## src/emb_pkg.sv

```systemverilog
// Purpose: shared constants and carriers for the external memory bus timing
// Assumes: one system clock, all timing in whole clock cycles
// Notes: mode codes follow the interface mode field of the config register
package emb_pkg;
  localparam logic [2:0] EMB_MODE_MUX_NB0 = 3'h1;
  localparam logic [2:0] EMB_MODE_MUX_BANK = 3'h2;
  localparam logic [2:0] EMB_MODE_MUX_NB1 = 3'h3;
  localparam logic [2:0] EMB_MODE_NMX_NB0 = 3'h5;
  localparam logic [2:0] EMB_MODE_NMX_BANK = 3'h6;
  localparam logic [2:0] EMB_MODE_NMX_NB1 = 3'h7;
  localparam int EMB_SETUP_W = 2;
  localparam int EMB_HOLD_W = 2;
  localparam int EMB_PULSE_W = 4;
  localparam int EMB_ALE_W = 2;
  localparam logic [15:0] EMB_ADDR_RESET = 16'h0000;
  localparam logic [7:0] EMB_DATA_RESET = 8'h00;

  // timing programme; pulse code n gives n+1 strobe cycles
  typedef struct packed {
    logic [2:0] mode;
    logic [1:0] setup;
    logic [3:0] pulse;
    logic [1:0] hold;
    logic [1:0] ale_high;
    logic [1:0] ale_low;
  } emb_cfg_t;

  typedef struct packed {
    logic write;
    logic short_addr;
    logic [15:0] addr;
    logic [7:0] wdata;
  } emb_req_t;
endpackage

```

## src/emb_count.sv

```systemverilog
// Purpose: down counter used to time each phase of a bus cycle
// Assumes: load and tick come from the same clock
// Notes: done is high while the count is zero
`default_nettype none
module emb_count
  import emb_pkg::*;
(
  input wire logic ref_clk_in, // system clock
  input wire logic reset_n_in, // async reset, active low
  input wire logic load_in, // load a new count
  input wire logic [4:0] value_in, // count to load
  output logic done_out // count reached zero
);
  logic [4:0] count;

  always_ff @(posedge ref_clk_in or negedge reset_n_in)
  begin
    if (!reset_n_in)
      count <= 5'h00;
    else if (load_in)
      count <= value_in;
    else if (count != 5'h00)
      count <= count - 5'h01;
  end

  assign done_out = (count == 5'h00);
endmodule
`default_nettype wire

```

## src/emb_ctrl.sv

```systemverilog
// Purpose: external memory bus cycle generator, muxed and non-muxed forms
// Assumes: requests come from core logic on the same clock
// Notes: read data sampled on the last strobe cycle
`default_nettype none
module emb_ctrl
  import emb_pkg::*;
(
  input wire logic ref_clk_in, // system clock
  input wire logic reset_n_in, // async reset, active low
  input wire emb_pkg::emb_cfg_t cfg_in, // timing and mode programme
  input wire logic [7:0] page_in, // bank page byte
  input wire logic req_valid_in, // start a cycle
  input wire emb_pkg::emb_req_t req_in, // cycle request
  input wire logic [7:0] ad_in, // shared or data lines input
  output logic req_ready_out, // idle, accepts request
  output logic done_out, // one-cycle end of cycle pulse
  output logic [7:0] rdata_out, // captured read data
  output logic [7:0] addr_hi_out, // upper address lines
  output logic addr_hi_oe_out, // upper address driven
  output logic [7:0] addr_lo_out, // low address lines (non-muxed)
  output logic addr_lo_oe_out, // low address driven
  output logic [7:0] ad_out, // data or shared lines out
  output logic ad_oe_out, // data or shared lines driven
  output logic ale_out, // address latch enable
  output logic wr_n_out, // write strobe, active low
  output logic rd_n_out // read strobe, active low
);
  typedef enum {
    EMB_IDLE,
    EMB_ALE_HI,
    EMB_ALE_LO,
    EMB_SETUP,
    EMB_STROBE,
    EMB_HOLD
  } emb_state_t;

  emb_state_t state;
  emb_state_t next_state;
  emb_cfg_t cfg;
  emb_req_t req;
  logic muxed;
  logic bank;
  logic cnt_load;
  logic [4:0] cnt_value;
  logic cnt_done;

  // ************************************************************
  // mode decode
  // ************************************************************
  function automatic logic is_muxed(input logic [2:0] mode);
    is_muxed = !mode[2];
  endfunction

  function automatic logic is_bank(input logic [2:0] mode);
    is_bank = (mode == EMB_MODE_MUX_BANK) || (mode == EMB_MODE_NMX_BANK);
  endfunction

  assign muxed = is_muxed(cfg.mode);
  assign bank = is_bank(cfg.mode);

  emb_count u_count (
    .ref_clk_in(ref_clk_in),
    .reset_n_in(reset_n_in),
    .load_in(cnt_load),
    .value_in(cnt_value),
    .done_out(cnt_done)
  );

  // ************************************************************
  // phase sequencing
  // ************************************************************
  always_comb
  begin
    next_state = state;
    cnt_load = 1'b0;
    cnt_value = 5'h00;
    case (state)
      EMB_IDLE:
      begin
        if (req_valid_in)
        begin
          cnt_load = 1'b1;
          if (is_muxed(cfg_in.mode))
          begin
            next_state = EMB_ALE_HI;
            cnt_value = {3'h0, cfg_in.ale_high};
          end
          else if (cfg_in.setup != 2'h0)
          begin
            next_state = EMB_SETUP;
            cnt_value = 5'(cfg_in.setup - 2'h1);
          end
          else
          begin
            next_state = EMB_STROBE;
            cnt_value = {1'b0, cfg_in.pulse};
          end
        end
      end
      EMB_ALE_HI:
        if (cnt_done)
        begin
          next_state = EMB_ALE_LO;
          cnt_load = 1'b1;
          cnt_value = {3'h0, cfg.ale_low};
        end
      EMB_ALE_LO:
        if (cnt_done)
        begin
          cnt_load = 1'b1;
          if (cfg.setup != 2'h0)
          begin
            next_state = EMB_SETUP;
            cnt_value = 5'(cfg.setup - 2'h1);
          end
          else
          begin
            next_state = EMB_STROBE;
            cnt_value = {1'b0, cfg.pulse};
          end
        end
      EMB_SETUP:
        if (cnt_done)
        begin
          next_state = EMB_STROBE;
          cnt_load = 1'b1;
          cnt_value = {1'b0, cfg.pulse};
        end
      EMB_STROBE:
        if (cnt_done)
        begin
          if (cfg.hold != 2'h0)
          begin
            next_state = EMB_HOLD;
            cnt_load = 1'b1;
            cnt_value = 5'(cfg.hold - 2'h1);
          end
          else
            next_state = EMB_IDLE;
        end
      EMB_HOLD:
        if (cnt_done)
          next_state = EMB_IDLE;
      default:
        next_state = EMB_IDLE;
    endcase
  end

  always_ff @(posedge ref_clk_in or negedge reset_n_in)
  begin
    if (!reset_n_in)
      state <= EMB_IDLE;
    else
      state <= next_state;
  end

  // programme and request are frozen for the whole cycle
  always_ff @(posedge ref_clk_in or negedge reset_n_in)
  begin
    if (!reset_n_in)
    begin
      cfg <= '0;
      req <= '0;
    end
    else if (state == EMB_IDLE && req_valid_in)
    begin
      cfg <= cfg_in;
      req <= req_in;
    end
  end

  // ************************************************************
  // pin drive, registered from next state
  // ************************************************************
  logic n_active;
  logic n_strobe;
  logic n_ale;
  logic n_mux;
  logic n_bank;
  emb_req_t n_req;
  logic [7:0] n_page;

  always_comb
  begin
    n_active = (next_state != EMB_IDLE);
    n_strobe = (next_state == EMB_STROBE);
    n_ale = (next_state == EMB_ALE_HI);
    n_req = (state == EMB_IDLE) ? req_in : req;
    n_mux = (state == EMB_IDLE) ? is_muxed(cfg_in.mode) : muxed;
    n_bank = (state == EMB_IDLE) ? is_bank(cfg_in.mode) : bank;
    n_page = page_in;
  end

  always_ff @(posedge ref_clk_in or negedge reset_n_in)
  begin
    if (!reset_n_in)
    begin
      ale_out <= 1'b0;
      wr_n_out <= 1'b1;
      rd_n_out <= 1'b1;
    end
    else
    begin
      ale_out <= n_ale && n_mux;
      wr_n_out <= !(n_strobe && n_req.write);
      rd_n_out <= !(n_strobe && !n_req.write);
    end
  end

  // upper byte: full address, page byte on short-address bank cycles, else untouched
  always_ff @(posedge ref_clk_in or negedge reset_n_in)
  begin
    if (!reset_n_in)
    begin
      addr_hi_out <= EMB_ADDR_RESET[15:8];
      addr_hi_oe_out <= 1'b0;
    end
    else if (n_active && !n_req.short_addr)
    begin
      addr_hi_out <= n_req.addr[15:8];
      addr_hi_oe_out <= 1'b1;
    end
    else if (n_active && n_bank)
    begin
      addr_hi_out <= n_page;
      addr_hi_oe_out <= 1'b1;
    end
    else if (!n_active)
      addr_hi_oe_out <= 1'b0;
  end

  always_ff @(posedge ref_clk_in or negedge reset_n_in)
  begin
    if (!reset_n_in)
    begin
      addr_lo_out <= EMB_ADDR_RESET[7:0];
      addr_lo_oe_out <= 1'b0;
    end
    else
    begin
      addr_lo_out <= n_req.addr[7:0];
      addr_lo_oe_out <= n_active && !n_mux;
    end
  end

  // shared lines carry the address during latch high, then write data
  always_ff @(posedge ref_clk_in or negedge reset_n_in)
  begin
    if (!reset_n_in)
    begin
      ad_out <= EMB_DATA_RESET;
      ad_oe_out <= 1'b0;
    end
    else if (n_mux && n_ale)
    begin
      ad_out <= n_req.addr[7:0];
      ad_oe_out <= 1'b1;
    end
    else if (n_active && n_req.write && next_state != EMB_ALE_LO)
    begin
      ad_out <= n_req.wdata;
      ad_oe_out <= 1'b1;
    end
    else
      ad_oe_out <= 1'b0;
  end

  // ************************************************************
  // handshake and read capture
  // ************************************************************
  always_ff @(posedge ref_clk_in or negedge reset_n_in)
  begin
    if (!reset_n_in)
    begin
      req_ready_out <= 1'b0;
      done_out <= 1'b0;
      rdata_out <= EMB_DATA_RESET;
    end
    else
    begin
      req_ready_out <= (next_state == EMB_IDLE);
      done_out <= (state != EMB_IDLE) && (next_state == EMB_IDLE);
      if (state == EMB_STROBE && cnt_done && !req.write)
        rdata_out <= ad_in;
    end
  end

  // ************************************************************
  // checks
  // ************************************************************
  property p_ale_max;
    @(posedge ref_clk_in) disable iff (!reset_n_in)
      $rose(ale_out) |-> ##[1:4] !ale_out;
  endproperty
  a_ale_max: assert property (p_ale_max)
    else $error("latch enable high too long");

  property p_ale_low;
    @(posedge ref_clk_in) disable iff (!reset_n_in)
      $fell(ale_out) |-> !ale_out && rd_n_out && wr_n_out;
  endproperty
  a_ale_low: assert property (p_ale_low)
    else $error("strobe right after latch enable");

  property p_ale_addr;
    @(posedge ref_clk_in) disable iff (!reset_n_in)
      ale_out |-> ad_oe_out && ad_out == req.addr[7:0];
  endproperty
  a_ale_addr: assert property (p_ale_addr)
    else $error("shared lines not carrying address");

  property p_wr_data;
    @(posedge ref_clk_in) disable iff (!reset_n_in)
      !wr_n_out |-> ad_oe_out && ad_out == req.wdata;
  endproperty
  a_wr_data: assert property (p_wr_data)
    else $error("write data not valid under strobe");

  property p_wr_hold;
    @(posedge ref_clk_in) disable iff (!reset_n_in)
      $rose(wr_n_out) && cfg.hold != 2'h0 |-> ad_oe_out;
  endproperty
  a_wr_hold: assert property (p_wr_hold)
    else $error("write data dropped inside hold");

  property p_nmx_no_ale;
    @(posedge ref_clk_in) disable iff (!reset_n_in)
      addr_lo_oe_out |-> !ale_out;
  endproperty
  a_nmx_no_ale: assert property (p_nmx_no_ale)
    else $error("latch enable in non-muxed cycle");

  property p_bank_hi;
    @(posedge ref_clk_in) disable iff (!reset_n_in)
      state != EMB_IDLE && req.short_addr && bank |->
        addr_hi_oe_out && addr_hi_out == $past(page_in, 1);
  endproperty
  a_bank_hi: assert property (p_bank_hi)
    else $error("page byte not on upper address");

  property p_hold_len;
    @(posedge ref_clk_in) disable iff (!reset_n_in)
      state == EMB_STROBE && cnt_done && cfg.hold == 2'h3 |=> state == EMB_HOLD [*3] ##1 state == EMB_IDLE;
  endproperty
  a_hold_len: assert property (p_hold_len)
    else $error("hold phase length wrong");

  property p_setup_len;
    @(posedge ref_clk_in) disable iff (!reset_n_in)
      $rose(state == EMB_SETUP) && cfg.setup == 2'h2 |-> state == EMB_SETUP [*2] ##1 state == EMB_STROBE;
  endproperty
  a_setup_len: assert property (p_setup_len)
    else $error("setup phase length wrong");

  c_mux_write: cover property (@(posedge ref_clk_in) ale_out ##[1:8] !wr_n_out);
  c_nmx_read: cover property (@(posedge ref_clk_in) addr_lo_oe_out && !rd_n_out);
  c_bank: cover property (@(posedge ref_clk_in) req.short_addr && bank && addr_hi_oe_out);
endmodule
`default_nettype wire

```

## config.mk

```make
export PLATFORM = sky130hd
export DESIGN_NAME = emb_ctrl
export DESIGN_NICKNAME = d
export VERILOG_FILES = /design/src/emb_pkg.sv /design/src/emb_count.sv /design/src/emb_ctrl.sv
export SDC_FILE = /design/constraint.sdc
export NUM_CORES = 1
export LEC_CHECK = 0
export BUFFER_PORTS_ARGS = -buffer_cell sky130_fd_sc_hd__buf_4
export CORE_MARGIN = 5
export CORE_UTILIZATION = 55
export CTS_CLUSTER_DIAMETER = 60
export DETAILED_ROUTE_END_ITERATION = 12
export PLACE_DENSITY_LB_ADDON = 0.08
export RECOVER_POWER = 25
export REMOVE_ABC_BUFFERS = 1
export SYNTH_ARGS = -nofsm -noshare
export SYNTH_HDL_FRONTEND = slang
export SYNTH_SLANG_ARGS = --single-unit
```

## constraint.sdc

```tcl
create_clock -name ref_clk_in -period 3.2 [get_ports ref_clk_in]
set_input_delay 0.32 -clock ref_clk_in [delete_from_list [all_inputs] [get_ports ref_clk_in]]
set_output_delay 0.32 -clock ref_clk_in [all_outputs]
set_load 0.05 [all_outputs]
```

==> metrics.md <==
| Metric | Value |
|---|---|
| GRT Overall Usage | `22.5%` |
| Final Hold Viols | `0` |
| Core ar. | `around 8700 sq um` |
| Leak pwr | `~3.1 nW` |
| Finished Layout Cells | `between 600 and 700` |
| Critical path's largest stage delay | `about 0.45 ns` |
| Clock Tree Root | `clkbuf_8` |
| Clk Latency, worst-skew pair | `between 0.5 and 0.6 ns` |
| Slowest CP cell | `nor3_4` |
| Clock buffer depth | `2` |
| IR Drop Worst-Case VDD | `between 0.0004 and 0.0005 V` |
| Total grt overflow | `0` |
| Post-synth top area cell | `dfrtp_1` |
| Largest delay contributor family on the critical path | `simple AND/OR/NAND/NOR gates` |
| Dpl cells | `~600` |
| Ant diodes | `0` |
| Most common library cell in the layout ignoring fill and taps | `dfrtp_1` |
| Reg2Reg Depth | `8` |
| Final Skew | `0.0108 ns` |
| Yosys warnings | `0` |
| Wire per inst | `between 15 and 20 um` |
| Post-synth EDFFs | `0` |
| WHS Path Cells | `3` |
| Iter 0 DRT Violations | `approximately 120` |
| Router iterations before antenna repair | `4` |
| Initial antenna violation count | `0` |
| Total CTS buffers | `17` |
| Tightest Pin Transition | `1.57 ns` |
| Part of the Yosys area used for sequential elements | `between 50% and 60%` |
| PnR Total Power | `between 3 and 4 mW` |
| First-pass GRT wire length | `19500 um` |
| Max Cap Viol | `1` |
| Rows | `34` |
| CP Data Arrival Time | `approximately 3.3 ns` |
| Final period util | `91.1%` |
| Post-CTS resize count | `0` |
| Most frequent cells in the layout | `dfrtp_1, buf_4, mux2_2, conb_1, nor2_1` |
| Drc violations | `0` |
| DRT Wirelength | `11700 um` |
| Nets | `572` |
| Status | `finished, violations left` |
| Final instance area | `~6500 sq um` |
| # IOs | `100` |
| Synth cell types | `56` |
| # H-tree levels | `4` |
| Rel. slew slack | `-4.72%` |
| Unrepaired setup endpoints after global routing | `no` |
| Clk slew on worst S/H paths | `about 0.060 ns` |
| #FFs+latches synth | `roughly 120` |
| Synth Flop Type | `dfrtp_1` |
| Post-DR vias/cell | `5.52` |
| Share of cells above drive strength 1 | `between 40% and 50%` |
| Startpoint types | `register` |
| Crit path depth | `8` |
| Vias in the first global route | `3863` |
| Crit path kind | `reg2reg` |
| Post-CTS Setup Bufs | `0` |
| Detailed placer's ending HPWL | `7510 um` |
| Die ar. | `about 11000 sq um` |
| Port bufs | `roughly 100` |
| GPL Wtd Cong | `0.839` |
| Power Density | `just under 600 nW/um^2` |
| Vias | `about 3500` |
| Cell Chain, Critical Path | `nor4_1 > nand4_1 > nor3_4 > buf_12 > mux2i_1 > buf_4 > nand3_1 > mux2_2` |
| Avg Inst Size Synth | `13.4 sq um` |
| ANT nets after route | `0` |
| Synth top area cells | `dfrtp_1, mux2_2, mux2i_1, nor2b_1, a221oi_1` |
| Max Fclk | `around 0.34 GHz` |
| Post-CTS Hold Fix Bufs | `1` |
| Worst EP required | `~3.6 ns` |
| Syn Inst Count | `between 300 and 400` |
| Slew Limit Fails | `66` |
| Number of setup violations in the final report | `0` |
| Failing checks | `capacitance limit, slew limit` |
| Synth-to-Final Area Change | `32.4%` |
| Post-route minimum period | `around 2.9 ns` |
| Initial Util | `a little under three fifths` |
| CP Buf/Inv Count | `2` |
| CP max FO | `17` |
| Netlist Area Pre-Place | `roughly 5000 sq um` |
| TritonCTS clock tree | `built` |
| Pin count of the biggest net entering global routing | `between 60 and 70` |
| Worst Hold Class | `in2reg` |
| Placed Area | `between 5000 and 6000 sq um` |
| Die H | `between 100 and 150 um` |
| Worst setup EP type | `register` |
| Top-area cell type share of the netlist area | `just under 60%` |
| Async S/R FF share, synth | `between 90% and 100%` |
| Clock Sinks | `about 120` |
| Die Width | `105 um` |
-- registers in the layout, indices dropped and copies added (netlist names) --
register / cells
addr_lo_oe_out: 1
addr_hi_out: 8
state: 32
wr_n_out: 1
cfg: 13
req_ready_out: 1
done_out: 1
addr_hi_oe_out: 1
rdata_out: 8
u_count.count: 5
ad_oe_out: 1
ale_out: 1
rd_n_out: 1
ad_out: 8
req: 26
addr_lo_out: 8
-- synthesized netlist by cell type (3+ instances only) --
| cell | count |
|---|---|
| and3_1 | 3 |
| nand3_1 | 3 |
| o21ai_0 | 9 |
| nor3b_1 | 8 |
| mux2_1 | 6 |
| nand2_1 | 13 |
| nor4_1 | 6 |
| mux2i_1 | 9 |
| nor3_1 | 4 |
| dfrtp_1 | 114 |
| nor2b_1 | 12 |
| a22oi_1 | 3 |
| clkbuf_1 | 4 |
| o2bb2ai_1 | 8 |
| nor2_1 | 18 |
| buf_2 | 7 |
| mux2_2 | 70 |
| a221oi_1 | 8 |
| inv_1 | 9 |
| nand4_1 | 5 |
-- path summary, 6_finish.rpt --
check | from | to | slack, ns
max | state[19] | ad_out[7] | 0.28
min reg2reg | addr_hi_out[2] | addr_hi_out[2] | 0.49
max in group asynchronous | reset_n_in | u_count.count[0] | 1.31
min in group asynchronous | reset_n_in | addr_hi_out[5] | 0.73
max reg2reg | state[19] | ad_out[7] | 0.28
min | cfg_in[4] | cfg[4] | 0.03
-- metrics by stage --
step                TNS [ns]  setup WS [ns]  utilization, %  hold WS (ns)
floorplan             -27.33         -0.652               -        0.0244
global placement           0          0.445            68.1         0.440
detailed placement         0          0.371            68.1         0.453
CTS                        0          0.223            74.9        0.0114
global route               0         0.0647            74.9        0.0153
finish                     0          0.283            74.9        0.0310
-- logic make-up after synthesis --
kind of cell | after synthesis | synth area share, %
adders and majority gates | 2 | 0.507
and+or+nand+nor | 86 | 10.1
buffers and inverters | 23 | 2.16
other | 1 | 0.0760
AOI/OAI and AO/OA | 51 | 8.50
muxes | 85 | 19.2
DFF | 116 | 58.9
xor gates and xnor gates | 3 | 0.533
-- routing by layer --
layer | part of all wire (%) | GRT usage [%]
met1 | 38 | 27.3
met2 | 54 | 38.5
met3 | 6.4 | 6.41
met4 | 1.5 | 8.22
met5 | 0 | 0
-- worst reg2reg max path, cell delays in order (launching register included) --
cell and delay (ns):
dfrtp_1 0.36, nor4_1 0.37, nand4_1 0.39, nor3_4 0.45, buf_12 0.21, mux2i_1 0.20, buf_4 0.15, nand3_1 0.28
mux2_2 0.39
-- final cells by class --
type | count | area [sq um]
timing repair buffer | 110 | 838
inverter | 9 | 33.8
fill | 562 | 2190
tap | 108 | 135
sequential | 116 | 2910
clock buffer | 21 | 459
multi-input combinational | 256 | 2030
clock inverter | 10 | 125
-- report_power, final --
group | switching (mW) | total [mW] | internal, mW
combinational | 0.176 | 0.344 | 0.168
clock | 0.681 | 1.85 | 1.17
sequential | 0.0668 | 1.62 | 1.55
total | 0.923 | 3.81 | 2.89
Note: power is estimated with default switching activity, not from simulation.
